## src/hw/dbr_pkg.sv

```systemverilog
// constants and types shared by the debug enclave read check block
package dbr_pkg;

  // ---------------------------------------------------------------
  // register byte offsets
  // ---------------------------------------------------------------
  localparam logic [7:0] OFS_LEAF   = 8'h00;
  localparam logic [7:0] OFS_SRC_LO = 8'h04;
  localparam logic [7:0] OFS_SRC_HI = 8'h08;
  localparam logic [7:0] OFS_CTRL   = 8'h0C;
  localparam logic [7:0] OFS_SEGLIM = 8'h10;
  localparam logic [7:0] OFS_CMD    = 8'h14;
  localparam logic [7:0] OFS_STATUS = 8'h18;
  localparam logic [7:0] OFS_RES_LO = 8'h1C;
  localparam logic [7:0] OFS_RES_HI = 8'h20;
  localparam logic [7:0] OFS_FA_LO  = 8'h24;
  localparam logic [7:0] OFS_FA_HI  = 8'h28;

  // ---------------------------------------------------------------
  // field positions and values
  // ---------------------------------------------------------------
  localparam int CTRL_LMA    = 0;
  localparam int CTRL_CSL    = 1;
  localparam int CTRL_DSUSE  = 2;
  localparam int CTRL_DSOK   = 3;
  localparam int CTRL_CPL_LO = 4;
  localparam int CTRL_W      = 6;
  localparam int CMD_START   = 0;
  localparam logic [5:0]  CTRL_RST  = 6'h0C;
  localparam logic [31:0] LEAF_DBG_READ = 32'h0000_0004;
  localparam logic [31:0] SEGLIM_RST    = 32'hFFFF_FFFF;
  localparam logic [11:0] PAGE_OFS_MASK = 12'hFFF;
  localparam logic [11:0] TCS_LIMIT_DEF = 12'h048;
  localparam logic [32:0] NARROW_LAST   = 33'h0_0000_0003;
  localparam int          VA_BITS_DEF   = 48;
  localparam int          NUM_OPS       = 10;

  // page types as coded by the page cache map
  localparam logic [7:0] PT_CTRL = 8'h00;
  localparam logic [7:0] PT_THRD = 8'h01;
  localparam logic [7:0] PT_REGL = 8'h02;
  localparam logic [7:0] PT_VARR = 8'h03;

  // ---------------------------------------------------------------
  // types
  // ---------------------------------------------------------------
  typedef enum logic [1:0] {
    ST_IDLE  = 2'b00,
    ST_LOOK  = 2'b01,
    ST_CHECK = 2'b10
  } dbr_state_e;

  typedef enum logic [3:0] {
    C_NONE   = 4'h0, C_CPL    = 4'h1, C_ALIGN = 4'h2,
    C_NOPCC  = 4'h3, C_CONFL  = 4'h4, C_INVAL = 4'h5,
    C_TYPE   = 4'h6, C_TCSLIM = 4'h7, C_NODBG = 4'h8,
    C_SEG    = 4'h9, C_CANON  = 4'hA, C_LEAF  = 4'hB
  } dbr_cause_e;

  typedef enum logic [1:0] {
    K_NONE = 2'b00, K_PROT = 2'b01, K_PAGE = 2'b10, K_LEAF = 2'b11
  } dbr_kind_e;

  // answer of the page cache map lookup
  typedef struct packed {
    logic        in_cache;
    logic        valid;
    logic [7:0]  ptype;
    logic        dbg_ok;
    logic [63:0] data;
  } dbr_map_rsp_s;

endpackage

```

## src/hw/dbr_read_check.sv

```systemverilog
// debug enclave read leaf: checks, page cache lookup and ahb registers
//
// The AHB-Lite register port and the placing of the registers are this design's own decisions.
`timescale 1ns/1ps
`default_nettype none

module dbr_read_check
  import dbr_pkg::*;
#(
  parameter int          VA_BITS   = VA_BITS_DEF,
  parameter logic [11:0] TCS_LIMIT = TCS_LIMIT_DEF
) (
  input  wire logic               hclk,
  input  wire logic               hresetn,
  input  wire logic               ce,
  input  wire logic               hsel,
  input  wire logic [31:0]        haddr,
  input  wire logic [1:0]         htrans,
  input  wire logic               hwrite,
  input  wire logic [2:0]         hsize,
  input  wire logic [31:0]        hwdata,
  input  wire logic               hready,
  output logic                    hreadyout,
  output logic                    hresp,
  output logic [31:0]             hrdata,
  output logic                    map_req,
  output logic [63:0]             map_addr,
  input  wire logic               map_ack,
  input  wire dbr_map_rsp_s       map_rsp,
  input  wire logic [NUM_OPS-1:0] op_busy,
  output logic                    busy,
  output logic                    done
);

  // ---------------------------------------------------------------
  // state
  // ---------------------------------------------------------------
  dbr_state_e   st_r;
  dbr_cause_e   cause_r;
  dbr_cause_e   cause_nxt;
  dbr_map_rsp_s rsp_r;
  logic [31:0]  leaf_r;
  logic [63:0]  src_r;
  logic [5:0]   ctrl_r;
  logic [31:0]  seglim_r;
  logic [63:0]  res_r;
  logic [63:0]  fa_r;
  logic [63:0]  addr_r;
  logic         wide_r;
  logic         conf_r;
  logic         done_r;
  logic         wr_r;
  logic         rd_r;
  logic [7:0]   dp_addr_r;
  logic [31:0]  hrdata_r;
  logic         acc;
  logic         wr_go;
  logic         start;
  logic         wide_nxt;
  logic         seg_bad;
  logic         canon;
  logic [32:0]  last_byte;
  dbr_kind_e    kind_r;

  // ---------------------------------------------------------------
  // ahb-lite slave
  // ---------------------------------------------------------------
  // reads take one wait state so that hrdata comes from a flop and a
  // write in the preceding data phase is already visible
  assign acc       = hsel && hready && htrans[1];
  assign hreadyout = !rd_r;
  assign hresp     = 1'b0;
  assign hrdata    = hrdata_r;
  assign wr_go     = wr_r && (st_r == ST_IDLE);

  // address phase capture
  always_ff @(posedge hclk or negedge hresetn) begin
    if (!hresetn) begin
      wr_r      <= 1'b0;
      rd_r      <= 1'b0;
      dp_addr_r <= 8'h00;
    end else if (ce) begin
      if (hready) begin
        wr_r <= acc && hwrite;
        rd_r <= acc && !hwrite;
        if (acc) begin
          dp_addr_r <= haddr[7:0];
        end
      end else begin
        rd_r <= 1'b0;
      end
    end
  end

  // read mux, sampled during the wait state; unmapped words read zero
  always_ff @(posedge hclk or negedge hresetn) begin
    if (!hresetn) begin
      hrdata_r <= 32'h0000_0000;
    end else if (ce && rd_r) begin
      unique case (dp_addr_r)
        OFS_LEAF:   hrdata_r <= leaf_r;
        OFS_SRC_LO: hrdata_r <= src_r[31:0];
        OFS_SRC_HI: hrdata_r <= src_r[63:32];
        OFS_CTRL:   hrdata_r <= {26'h000_0000, ctrl_r};
        OFS_SEGLIM: hrdata_r <= seglim_r;
        OFS_STATUS: hrdata_r <= {24'h00_0000, cause_r, kind_r,
                                 done_r, busy};
        OFS_RES_LO: hrdata_r <= res_r[31:0];
        OFS_RES_HI: hrdata_r <= res_r[63:32];
        OFS_FA_LO:  hrdata_r <= fa_r[31:0];
        OFS_FA_HI:  hrdata_r <= fa_r[63:32];
        default:    hrdata_r <= 32'h0000_0000;
      endcase
    end
  end

  // ---------------------------------------------------------------
  // software registers
  // ---------------------------------------------------------------
  // writes while a read is in flight are dropped, so the operands
  // cannot shift under the checks
  always_ff @(posedge hclk or negedge hresetn) begin
    if (!hresetn) begin
      leaf_r   <= 32'h0000_0000;
      src_r    <= 64'h0000_0000_0000_0000;
      ctrl_r   <= CTRL_RST;
      seglim_r <= SEGLIM_RST;
    end else if (ce && wr_go) begin
      unique case (dp_addr_r)
        OFS_LEAF:   leaf_r <= hwdata;
        OFS_SRC_LO: src_r[31:0] <= hwdata;
        OFS_SRC_HI: src_r[63:32] <= hwdata;
        OFS_CTRL:   ctrl_r <= hwdata[CTRL_W-1:0];
        OFS_SEGLIM: seglim_r <= hwdata;
        default:    ;
      endcase
    end
  end

  assign start = wr_go && (dp_addr_r == OFS_CMD) && hwdata[CMD_START];

  // ---------------------------------------------------------------
  // sequencer
  // ---------------------------------------------------------------
  assign wide_nxt = ctrl_r[CTRL_LMA] && ctrl_r[CTRL_CSL];

  always_ff @(posedge hclk or negedge hresetn) begin
    if (!hresetn) begin
      st_r <= ST_IDLE;
    end else if (ce) begin
      unique case (st_r)
        ST_IDLE: begin
          if (start && leaf_r == LEAF_DBG_READ) begin
            st_r <= ST_LOOK;
          end
        end
        ST_LOOK: begin
          if (map_ack) begin
            st_r <= ST_CHECK;
          end
        end
        ST_CHECK: st_r <= ST_IDLE;
        default:  st_r <= ST_IDLE;
      endcase
    end
  end

  // operand snapshot; width comes from the mode and nothing else
  always_ff @(posedge hclk or negedge hresetn) begin
    if (!hresetn) begin
      wide_r <= 1'b0;
      addr_r <= 64'h0000_0000_0000_0000;
    end else if (ce && start) begin
      wide_r <= wide_nxt;
      addr_r <= wide_nxt ? src_r : {32'h0000_0000, src_r[31:0]};
    end
  end

  // lookup answer and concurrent operations, held for the check
  always_ff @(posedge hclk or negedge hresetn) begin
    if (!hresetn) begin
      rsp_r  <= '0;
      conf_r <= 1'b0;
    end else if (ce && st_r == ST_LOOK && map_ack) begin
      rsp_r  <= map_rsp;
      conf_r <= |op_busy;
    end
  end

  assign map_req  = (st_r == ST_LOOK);
  assign map_addr = addr_r;
  assign busy     = (st_r != ST_IDLE);
  assign done     = done_r;

  // ---------------------------------------------------------------
  // checks, first failure wins
  // ---------------------------------------------------------------
  assign last_byte = {1'b0, addr_r[31:0]} + NARROW_LAST;
  assign seg_bad   = !ctrl_r[CTRL_DSUSE] || !ctrl_r[CTRL_DSOK] ||
                     (last_byte > {1'b0, seglim_r});
  assign canon     = (&addr_r[63:VA_BITS-1]) || !(|addr_r[63:VA_BITS-1]);

  // permission bits are not part of the lookup answer at all
  always_comb begin
    cause_nxt = C_NONE;
    if (ctrl_r[CTRL_W-1:CTRL_CPL_LO] != 2'b00) begin
      cause_nxt = C_CPL;
    end else if (wide_r && addr_r[2:0] != 3'b000) begin
      cause_nxt = C_ALIGN;
    end else if (!wide_r && addr_r[1:0] != 2'b00) begin
      cause_nxt = C_ALIGN;
    end else if (!rsp_r.in_cache) begin
      cause_nxt = C_NOPCC;
    end else if (conf_r) begin
      cause_nxt = C_CONFL;
    end else if (!rsp_r.valid) begin
      cause_nxt = C_INVAL;
    end else if (rsp_r.ptype != PT_REGL && rsp_r.ptype != PT_THRD &&
                 rsp_r.ptype != PT_VARR) begin
      cause_nxt = C_TYPE;
    end else if (rsp_r.ptype == PT_THRD &&
                 (addr_r[11:0] & PAGE_OFS_MASK) >= TCS_LIMIT) begin
      cause_nxt = C_TCSLIM;
    end else if (rsp_r.ptype != PT_VARR && !rsp_r.dbg_ok) begin
      cause_nxt = C_NODBG;
    end else if (!wide_r && seg_bad) begin
      cause_nxt = C_SEG;
    end else if (wide_r && !canon) begin
      cause_nxt = C_CANON;
    end
  end

  // ---------------------------------------------------------------
  // status and result
  // ---------------------------------------------------------------
  // done is cleared only by a start, which cannot meet a check cycle
  always_ff @(posedge hclk or negedge hresetn) begin
    if (!hresetn) begin
      cause_r <= C_NONE;
      kind_r  <= K_NONE;
      done_r  <= 1'b0;
      fa_r    <= 64'h0000_0000_0000_0000;
    end else if (ce) begin
      if (start) begin
        done_r  <= (leaf_r != LEAF_DBG_READ);
        cause_r <= (leaf_r != LEAF_DBG_READ) ? C_LEAF : C_NONE;
        kind_r  <= (leaf_r != LEAF_DBG_READ) ? K_LEAF : K_NONE;
      end else if (st_r == ST_CHECK) begin
        done_r  <= 1'b1;
        cause_r <= cause_nxt;
        unique case (cause_nxt)
          C_NONE: kind_r <= K_NONE;
          C_NOPCC, C_INVAL, C_TYPE: begin
            kind_r <= K_PAGE;
            fa_r   <= addr_r;
          end
          default: kind_r <= K_PROT;
        endcase
      end
    end
  end

  // result written only when every check passed
  always_ff @(posedge hclk or negedge hresetn) begin
    if (!hresetn) begin
      res_r <= 64'h0000_0000_0000_0000;
    end else if (ce && st_r == ST_CHECK && cause_nxt == C_NONE) begin
      if (wide_r) begin
        res_r <= rsp_r.data;
      end else begin
        res_r[31:0] <= rsp_r.data[31:0];
      end
    end
  end
endmodule

`default_nettype wire

```

## config.mk

```make
export PLATFORM = sky130hd
export DESIGN_NAME = dbr_read_check
export DESIGN_NICKNAME = d
export VERILOG_FILES = /design/src/hw/dbr_pkg.sv /design/src/hw/dbr_read_check.sv
export SDC_FILE = /design/constraint.sdc
export NUM_CORES = 1
export LEC_CHECK = 0
export ABC_AREA = 1
export BUFFER_PORTS_ARGS = -buffer_cell sky130_fd_sc_hd__buf_2
export CAP_MARGIN = 20
export CORE_MARGIN = 4
export CORE_UTILIZATION = 63
export DETAILED_ROUTE_END_ITERATION = 8
export PLACE_DENSITY = 0.86
export REMOVE_ABC_BUFFERS = 1
export SETUP_SLACK_MARGIN = 0.02
export SLEW_MARGIN = 15
export SYNTH_ARGS = -nofsm -noshare
export SYNTH_HDL_FRONTEND = slang
export SYNTH_SLANG_ARGS = --single-unit
```

## constraint.sdc

```tcl
create_clock -name hclk -period 11.3 [get_ports hclk]
set_input_delay 1.13 -clock hclk [delete_from_list [all_inputs] [get_ports hclk]]
set_output_delay 1.13 -clock hclk [all_outputs]
set_load 0.05 [all_outputs]
```

Word-level counts from Yosys, hierarchy flattened
Index checks and enable logic that the tools add are counted.
{"block": "totals", "regBits": 454, "input_bits": 161}
{"block": "classes", "bitwise": 1, "magnitude_cmp": 2, "n_reduce_logical": 58, "eq_ne": 23, "n_addsub": 1, "mux": 26}
{"operator": "$pmux W32 S10", "count": 1}
{"operator": "$mux W64", "count": 1}
{"operator": "$mux W4", "count": 14}
{"operator": "$add A32 B2 Y33 const B", "count": 1}
{"operator": "$gt A33 B32 Y1", "count": 1}
{"operator": "$eq A32 B3 Y1 const B", "count": 1}
{"operator": "$eq A8 B5 Y1 const B", "count": 4}
{"operator": "$ne A32 B3 Y1 const B", "count": 1}
{"operator": "$eq A8 B6 Y1 const B", "count": 3}
{"operator": "$logic_and A1 B1 Y1", "count": 24}
{"operator": "$reduce_and A17 Y1", "count": 1}
{"operator": "$reduce_or A17 Y1", "count": 1}
{"operator": "$eq A8 B4 Y1 const B", "count": 2}
{"operator": "$ne A8 B2 Y1 const B", "count": 2}
{"operator": "$reduce_and A2 Y1", "count": 8}
{"operator": "$ge A12 B7 Y1 const B", "count": 1}
{"operator": "$mux W2", "count": 5}
{"operator": "$reduce_or A10 Y1", "count": 1}
{"operator": "$eq A4 B3 Y1 const B", "count": 2}
{"operator": "$eq A8 B1 Y1 const B", "count": 1}
{"operator": "$eq A8 B3 Y1 const B", "count": 1}
{"operator": "$logic_not A1 Y1", "count": 8}
{"operator": "$logic_not A8 Y1", "count": 1}
{"operator": "$ne A8 B1 Y1 const B", "count": 1}
{"operator": "other kinds (15)", "count": 25}

Depth between registers and ports, before layout
Gate-level depths: netlist of the first run.
{"block": "logic_depth", "ltp_word": 21, "depth_mapped": 40, "depth_no_buf": 39}

Worst setup path before layout of the first run
OpenSTA, ideal clock, no wires.
{"block": "synth_path", "path_kind": "reg-to-reg", "start": "register addr_r[2] (netlist: map_addr[2])", "end": "register fa_r[13]", "setup_time_ns": 0.118, "arrival_ns": 4.686, "stages_incl_launch_ff": 37, "path_buffers": 2, "setup_slack_ns": 6.496, "path_cell_list": "dfrtp_1 o21ai_1 inv_1 nand3_1 nor2_1 inv_1 nor3_1 nand4_1 inv_1 nand4_1 nor3_1 nand2_1 nor3_1 nand4_1 nor2_1 nand3_1 xor2_1 ha_1 nand4_1 nor4_1 nand4_1 nand2_1 nand2_1 nand3_1 nand2_1 nand2_1 nand2_1 nand2_1 nand2_1 nand2_2 nand2_2 nand3_1 nand3_2 buf_6 buf_6 nand3_2 nand2_1"}
{"block": "synth_via", "elab_chain_cells": 17}
{"item": "start: declaration", "line_no": "dbr_read_check.sv:48", "text": "logic [63:0] addr_r;"}
{"item": "start signal: assignment", "line_no": "dbr_read_check.sv:175", "text": "addr_r <= wide_nxt ? src_r : {32'h0000_0000, src_r[31:0]};"}
{"item": "$add A32 B2 Y33", "line_no": "dbr_read_check.sv:198", "text": "assign last_byte = {1'b0, addr_r[31:0]} + NARROW_LAST;"}
{"item": "$gt A33 B32 Y1", "line_no": "dbr_read_check.sv:200", "text": "(last_byte > {1'b0, seglim_r});"}
{"item": "$logic_or A1 B1 Y1", "line_no": "dbr_read_check.sv:199", "text": "assign seg_bad = !ctrl_r[CTRL_DSUSE] || !ctrl_r[CTRL_DSOK] ||"}
{"item": "$logic_and A1 B1 Y1", "line_no": "dbr_read_check.sv:226", "text": "end else if (!wide_r && seg_bad) begin"}
{"item": "$mux W4", "line_no": "dbr_read_check.sv:226"}
{"item": "$mux W4", "line_no": "dbr_read_check.sv:224", "text": "end else if (rsp_r.ptype != PT_VARR && !rsp_r.dbg_ok) begin"}
{"item": "$mux W4", "line_no": "dbr_read_check.sv:221", "text": "end else if (rsp_r.ptype == PT_THRD &&"}
{"item": "$mux W4", "line_no": "dbr_read_check.sv:218", "text": "end else if (rsp_r.ptype != PT_REGL && rsp_r.ptype != PT_THRD &&"}
{"item": "$mux W4", "line_no": "dbr_read_check.sv:216", "text": "end else if (!rsp_r.valid) begin"}
{"item": "$mux W4", "line_no": "dbr_read_check.sv:214", "text": "end else if (conf_r) begin"}
{"item": "$mux W4", "line_no": "dbr_read_check.sv:212", "text": "end else if (!rsp_r.in_cache) begin"}
{"item": "$mux W4", "line_no": "dbr_read_check.sv:210", "text": "end else if (!wide_r && addr_r[1:0] != 2'b00) begin"}
{"item": "$mux W4 (*)", "line_no": "dbr_read_check.sv:208", "text": "end else if (wide_r && addr_r[2:0] != 3'b000) begin"}
{"item": "$mux W4 (*)", "line_no": "dbr_read_check.sv:206", "text": "if (ctrl_r[CTRL_W-1:CTRL_CPL_LO] != 2'b00) begin"}
{"item": "$eq A4 B2 Y1 / $eq A4 B3 Y1 (equally long branches)", "line_no": "dbr_read_check.sv:251", "text": "unique case (cause_nxt)"}
{"item": "$reduce_or A3 Y1 (*)", "line_no": "dbr_read_check.sv:251"}
{"item": "$reduce_and A4 Y1 (no source line) (*)"}
{"item": "end signal: assignment", "line_no": "dbr_read_check.sv:255", "text": "fa_r <= addr_r;"}
{"item": "end: declaration", "line_no": "dbr_read_check.sv:47", "text": "logic [63:0] fa_r;"}
Every way passes the cells marked *; elsewhere a longest branch is shown, timed or not.
A chain may end at the register's enable or synchronous reset.

Final worst setup path of the first run
{"block": "layout_path", "start": "register addr_r[0] (netlist: map_addr[0])", "end": "register fa_r[24]"}
The elaborated chain is that of the path after synthesis.

==> results of run 1 <==
[flip-flops by register name (all words and copies together), names as in the netlist]
signal / flops
st_r: 2
conf_r: 1
dp_addr_r: 8
rd_r: 1
src_r: 64
map_addr: 64
leaf_r: 32
cause_r: 4
rsp_r: 75
ctrl_r: 6
seglim_r: 32
wide_r: 1
res_r: 64
hrdata: 32
kind_r: 2
fa_r: 64
wr_r: 1
done: 1
[synth_stat cells (38+ instances only)]
| library cell | instances |
|---|---|
| o21ai_1 | 62 |
| nand2_1 | 740 |
| nor2_1 | 61 |
| nand3_2 | 52 |
| dfrtp_1 | 420 |
| o22ai_1 | 38 |
| inv_1 | 290 |
| nand3_1 | 44 |
| clkbuf_1 | 77 |
| a21oi_1 | 48 |
| a221oi_1 | 38 |
| o21ai_0 | 278 |
[worst max-delay path, delay by kind of cell, from the launching register on]
kind                     cells  cell delay [ns]
AO/OA/AOI/OAI                1             0.17
adder cells (fa/ha/maj)      1             0.33
buffers and inverters        3             0.31
flip-flops                   1             0.51
XOR/XNOR                     1             0.16
AND/OR/NAND/NOR             29             5.10
[placed cells by master (no fill, tap or decap), types with 43 or more instances in the layout]
| master | n |
|---|---|
| nand2_1 | 737 |
| nand3_1 | 43 |
| inv_1 | 289 |
| clkbuf_16 | 47 |
| o21ai_0 | 278 |
| o21ai_1 | 62 |
| nand3_2 | 52 |
| a21oi_1 | 48 |
| dfrtp_1 | 420 |
| buf_2 | 232 |
| nor2_1 | 54 |
[power groups by stage]
stage | Clock (mW) | Sequential (mW) | Combinational, mW
floorplan | 0 | 2.00 | 0.374
global placement | 0 | 1.99 | 0.603
detailed placement | 0 | 2.00 | 0.633
CTS | 1.63 | 1.97 | 0.641
global route | 1.70 | 2.00 | 0.726
finish | 1.63 | 1.98 | 0.647
[path summary, 6_finish.rpt]
| kind | from | to | slack [ns] | depth (start not counted) |
|---|---|---|---|---|
| min in group asynchronous | hresetn | rsp_r[52] | 0.70 | 1 |
| max | map_addr[0] | fa_r[24] | 4.55 | 35 |
| min reg2reg | rsp_r[13] | rsp_r[13] | 0.47 | 2 |
| max reg2reg | map_addr[0] | fa_r[24] | 4.55 | 35 |
| max in group asynchronous | hresetn | rsp_r[5] | 8.42 | 4 |
| min | rsp_r[13] | rsp_r[13] | 0.47 | 2 |
[stage by stage]
stage                     setup WS, ns  std cells  cell area, um2
after global routing             4.141       3084           24020
final                            4.548       3084           24020
after floorplan                  1.079       2297           20320
after detailed placement         4.937       2997           22320
after CTS                        4.746       3081           23950
after global placement           5.130       2997           22320
[cell families (layout without fill, tap and decap cells)]
| family | after synthesis | in the layout |
|---|---|---|
| AOI/OAI and AO/OA | 512 | 512 |
| xor gates and xnor gates | 25 | 25 |
| adders and majority gates | 34 | 34 |
| buffers and inverters | 412 | 638 |
| DFF | 454 | 454 |
| other | 1 | 1 |
| and+or+nand+nor | 978 | 978 |
[routing by layer]
metal	vias up	wire, um	GRT usage [%]
li1	8252	-	-
met2	1183	29470	56.49
met5	-	0	0
met1	8880	24020	45.94
met3	249	7507	9.193
met4	0	3420	16.72
[final cells by class]
| class | count | area [um2] |
|---|---|---|
| fillers | 2320 | 8603 |
| flip-flops and latches | 454 | 11400 |
| clock buffers | 71 | 1406 |
| well taps | 442 | 553.0 |
| clock inverters | 13 | 222.7 |
| inverters | 293 | 1100 |
| multi-input cells | 1550 | 7888 |
| repair buffers | 261 | 1443 |
==> qor.txt, run 1 <==
Post-CTS Hold Buffers: 0
Pwr Density: 177.2 nW/um2
Ys async rst share: 100.0%
Compound-Gate Fraction of Synth Area: 13.92%
Max Fclk: 148.1 MHz
Vias in the first global route: 18580
Avg Synthesized Cell Area: 8.637 um2
CP max-delay cell: nand2_4
Via/cell ratio: 6.019
WL per Instance: 20.88 um
Area grow syn2layout: 15.09%
Adder-cell share of the synthesized area: 2.039%
# diodes: 0
Combinational power share: 15.2%
Xor/xnor share of the synthesized area: 1.049%
Critical path arrival: 7.22 ns
Critical Path Sink Type: flop
Number of enable flip-flop cells after synthesis: 0
Pleak: 11.87 nW
Worst-Margin Slew: 1.076 ns
Finished Core Util: 73.62%
Post-Synth Simple-Gate Area: 20.44%
CTS tree: built
Share of cells above drive strength 1: 16.99%
Mapped Area: 20870 um2
Top cells by area, synth: dfrtp_1, nand2_1, o21ai_0
Fin nets: 2801
Post-DP HPWL: 41370 um
Worst min path class: reg2reg
Post-synthesis mux area share: 0%
Yosys warnings: 0
Crit-path most repeated cell: nand2_1
Crit path launch type: flop
Synth area leader: dfrtp_1
Worst-path clk slew: 0.06 ns
Synthesized flop and latch total: 454
Post-CTS setup buffers: 0
Clock root buffer: clkbuf_16
CTS resizes: 0
Skew-Pair Late Insertion Delay: 0.55 ns
IO Port Bufs: 232
Most used DFF post-synth: dfrtp_1
First-pass GRT wire length: 100700 um
Drt pass-1 iters: 6
H-tree Lvls: 2
VDD IR max: 125.6 uV
Final Hold Slack: 0.4683 ns
Post-synth top area share: 50.37%
WL final: 64410 um
CP peak stage delay: 0.79 ns
Post-Synthesis Cells: 2416
Max-cap violations: 0
Total gr overflow: 0
Post-synth cell types: 45
Vias: 18564
Crit share post-route: 59.75%
Main combinational cell family by area after synthesis: simple AND/OR/NAND/NOR gates
Cts bufs inserted: 46
Core area: 32620 um2
Min Clock Period, post-route: 6.752 ns
Slew headroom: 28.28%
Final Skew: 0.02135 ns
Total Routing Usage GR: 35.46%
Total I/O pin count: 262
Routability Congestion: 0.9475
Die area: 36100 um2
Antenna Nets Post-Route: 0
Clock Power Share: 38.3%
Status: completed
DRC errors left: 0
P_sw: 1.227 mW
Initial antenna violation count: 0
Total power: 4.256 mW
CP Class: reg2reg
WP data required: 11.77 ns
Register share of total power: 46.5%
Chip width: 190.0 um
Clock Path Buffers: 3
Crit path max fanout: 64
# setup viols final: 0
Clock sink count: 454
Aggregate negative setup slack: 0 ns
Max-slew violation count: 0
Switching share of power: 28.83%
Seq/Total Area, Yosys: 54.65%
Internal power: 3.029 mW
Initial Utilization: 63.97%
# rows: 66
Iteration-0 DRC Markers: 2159
Endpoints failing hold: 0
Largest net degree at the start of global routing: 148
Die Ht: 190.0 um
RSZ-0062 raised after global routing: no
Note: power is estimated with default switching activity, not from simulation.
==> inputs of run 2 (changes only) <==
--- a/config.mk
+++ b/config.mk
@@ -5,13 +5,13 @@
 export SDC_FILE = /design/constraint.sdc
 export NUM_CORES = 1
 export LEC_CHECK = 0
-export ABC_AREA = 1
+export ABC_AREA = 0
 export BUFFER_PORTS_ARGS = -buffer_cell sky130_fd_sc_hd__buf_2
 export CAP_MARGIN = 20
 export CORE_MARGIN = 4
-export CORE_UTILIZATION = 63
+export CORE_UTILIZATION = 58
 export DETAILED_ROUTE_END_ITERATION = 8
-export PLACE_DENSITY = 0.86
+export PLACE_DENSITY = 0.8
 export REMOVE_ABC_BUFFERS = 1
 export SETUP_SLACK_MARGIN = 0.02
 export SLEW_MARGIN = 15
==> constraint.sdc (replaced) <==
create_clock -name hclk -period 7 [get_ports hclk]
set_input_delay 0.7 -clock hclk [delete_from_list [all_inputs] [get_ports hclk]]
set_output_delay 0.7 -clock hclk [all_outputs]
set_load 0.05 [all_outputs]
==> run 2 against run 1 <==
  * Synthesized cell count down 32%
  * Utilization down 5.3 points
  * Sequential power up 41%
  * Highest routed layer is now met5
  * Combinational power down 47%
  * Sequential share of layout area up 0.69 points
  * Count of clock-buffer cells in the layout up 4
  * Register-to-register slack worse by 3.1 ns
  * Critical path depth down 16
  * Largest cell class unchanged
==> qor.txt, run 2 <==
Post-synth top cells: dfrtp_1, mux2_2, nand2_1
Worst-path clk slew: 0.06 ns
Critical path arrival: 5.95 ns
Most frequent cells in the layout: dfrtp_1, mux2_2, buf_2, nand2_1, a22oi_1
CP Class: reg2reg
# rows: 68
Total I/O pin count: 262
Ys async rst share: 100.0%
Worst-Margin Slew: 1.109 ns
Post-CTS Hold Buffers: 0
Min Clock Period, post-route: 5.512 ns
Fill cells: 2511
Max Fclk: 181.4 MHz
Pwr Density: 242.3 nW/um2
WL per Instance: 24.54 um
Total power: 5.735 mW
Area grow syn2layout: 15.99%
RSZ-0062 raised after global routing: no
Worst min path class: in2async
Post-DP HPWL: 37450 um
Initial Utilization: 58.94%
Post-Synthesis Cells: 1647
Slew headroom: 26.04%
# setup viols final: 0
Largest net degree at the start of global routing: 196
Die area: 38250 um2
Fin nets: 2056
Total gr overflow: 0
Placed Area: 22020 um2
Clock Path Buffers: 3
Final Skew: 0.02150 ns
Yosys warnings: 0
Antenna Nets Post-Route: 0
Number of enable flip-flop cells after synthesis: 0
Total Routing Usage GR: 29.82%
CTS resizes: 0
Most common cell in the netlist: dfrtp_1
Most used DFF post-synth: dfrtp_1
Seq/Total Area, Yosys: 55.87%
Max-slew violation count: 0
Initial antenna violation count: 4
WL final: 57750 um
Post-CTS setup buffers: 0
Largest register by flop count: rsp_r
Crit share post-route: 78.75%
Share of cells above drive strength 1: 35.65%
Critical Path Sink Type: flop
Clock sink count: 454
Pleak: 11.98 nW
Top cells by area, synth: dfrtp_1, mux2_2, dfstp_2
Post-synth cell types: 65
Final Hold Slack: 0.1528 ns
Endpoints failing hold: 0
Skew-Pair Late Insertion Delay: 0.56 ns
Max-cap violations: 0
Final instance area: 23670 um2
Dpl ws: 1.666 ns
Status: completed
VDD IR max: 222.0 uV
DRC errors left: 0
Via/cell ratio: 6.332
Crit path max fanout: 33
WP data required: 7.44 ns
Slack of the critical path: 1.488 ns
Chip width: 195.6 um
Synth area leader: dfrtp_1
Clock root buffer: clkbuf_16
Most common cell after layout, fill and taps aside: dfrtp_1
Register area: 11400 um2
Avg Synthesized Cell Area: 12.39 um2
Crit path launch type: flop
Area used by multi-input combinational logic: 8446 um2
Post-synth top area share: 51.50%
Iteration-0 DRC Markers: 1243
Mapped Area: 20410 um2
Die Ht: 195.6 um
H-tree Lvls: 2
Drt pass-1 iters: 7
Max reg flops: 75
Synthesized flop and latch total: 454
Cts bufs inserted: 46
Core area: 34630 um2
First-pass GRT wire length: 89560 um
Vias in the first global route: 15662
Vias: 14900
Routability Congestion: 0.9090
IO Port Bufs: 232
CTS tree: built
[run 2: cell type report]
cell class	count	share of cell area (%)
sequential	454	48.17
multi-input combinational	1052	35.68
clock buffer	75	6.268
timing repair buffer	258	6.089
tap	455	2.405
inverter	49	0.7770
clock inverter	8	0.5920
antenna	2	0.02114
[run 2: where the power goes]
group	internal (mW)	switching [mW]
combinational	0.135	0.208
sequential	2.71	0.0801
clock	1.59	1.01
[run 2: cells by family (layout without fill, tap and decap cells)]
kind of cell    after synthesis  after routing  share of synthesized area (%)
flops                       454            454                          55.87
xor+xnor                     30             30                          1.324
fa+ha+maj                    34             34                          2.084
simple gates                402            402                          9.079
compound gates              268            268                          10.10
mux                         317            317                          18.39
buf+inv                     141            390                          3.139
other cells                   1              3                        0.01837
[run 2: per-stage QoR]
step / cells / util (%) / setup TNS, ns
finish: 2353 / 68.36 / 0
global route: 2353 / 68.36 / 0
CTS: 2350 / 68.29 / 0
detailed placement: 2267 / 63.60 / 0
global placement: 2266 / 63.54 / 0
floorplan: 1555 / - / -69.21
[run 2: routing by layer]
layer	wire [um]	GRT usage, %
met1	23010	40.31
met2	27430	48.21
met3	4949	5.487
met4	2334	11.97
met5	25	0
[run 2: worst paths after layout]
path	start	slack (ns)	to	cells after the start
max	map_addr[0]	1.49	res_r[39]	19
min	hresetn	0.15	rsp_r[51]	1
min reg2reg	res_r[1]	0.47	res_r[1]	2
min in group hclk	hwrite	0.33	rd_r	2
max in group asynchronous	hresetn	5.31	map_addr[30]	2
max reg2reg	map_addr[0]	1.49	res_r[39]	19
[run 2: worst max-delay path, stage by stage (launching register included)]
cell       delay [ns]
dfrtp_1          0.42
inv_1            0.08
ha_1             0.25
nor2_1           0.20
nand3_1          0.24
nor2_1           0.38
nand2_1          0.12
xnor2_1          0.15
ha_1             0.33
nand4_1          0.15
nor4_1           0.60
a41o_1           0.26
o21ai_1          0.08
o31ai_1          0.12
buf_4            0.22
o2111ai_2        0.12
buf_4            0.35
nor2_4           0.68
buf_12           0.26
mux2_1           0.34
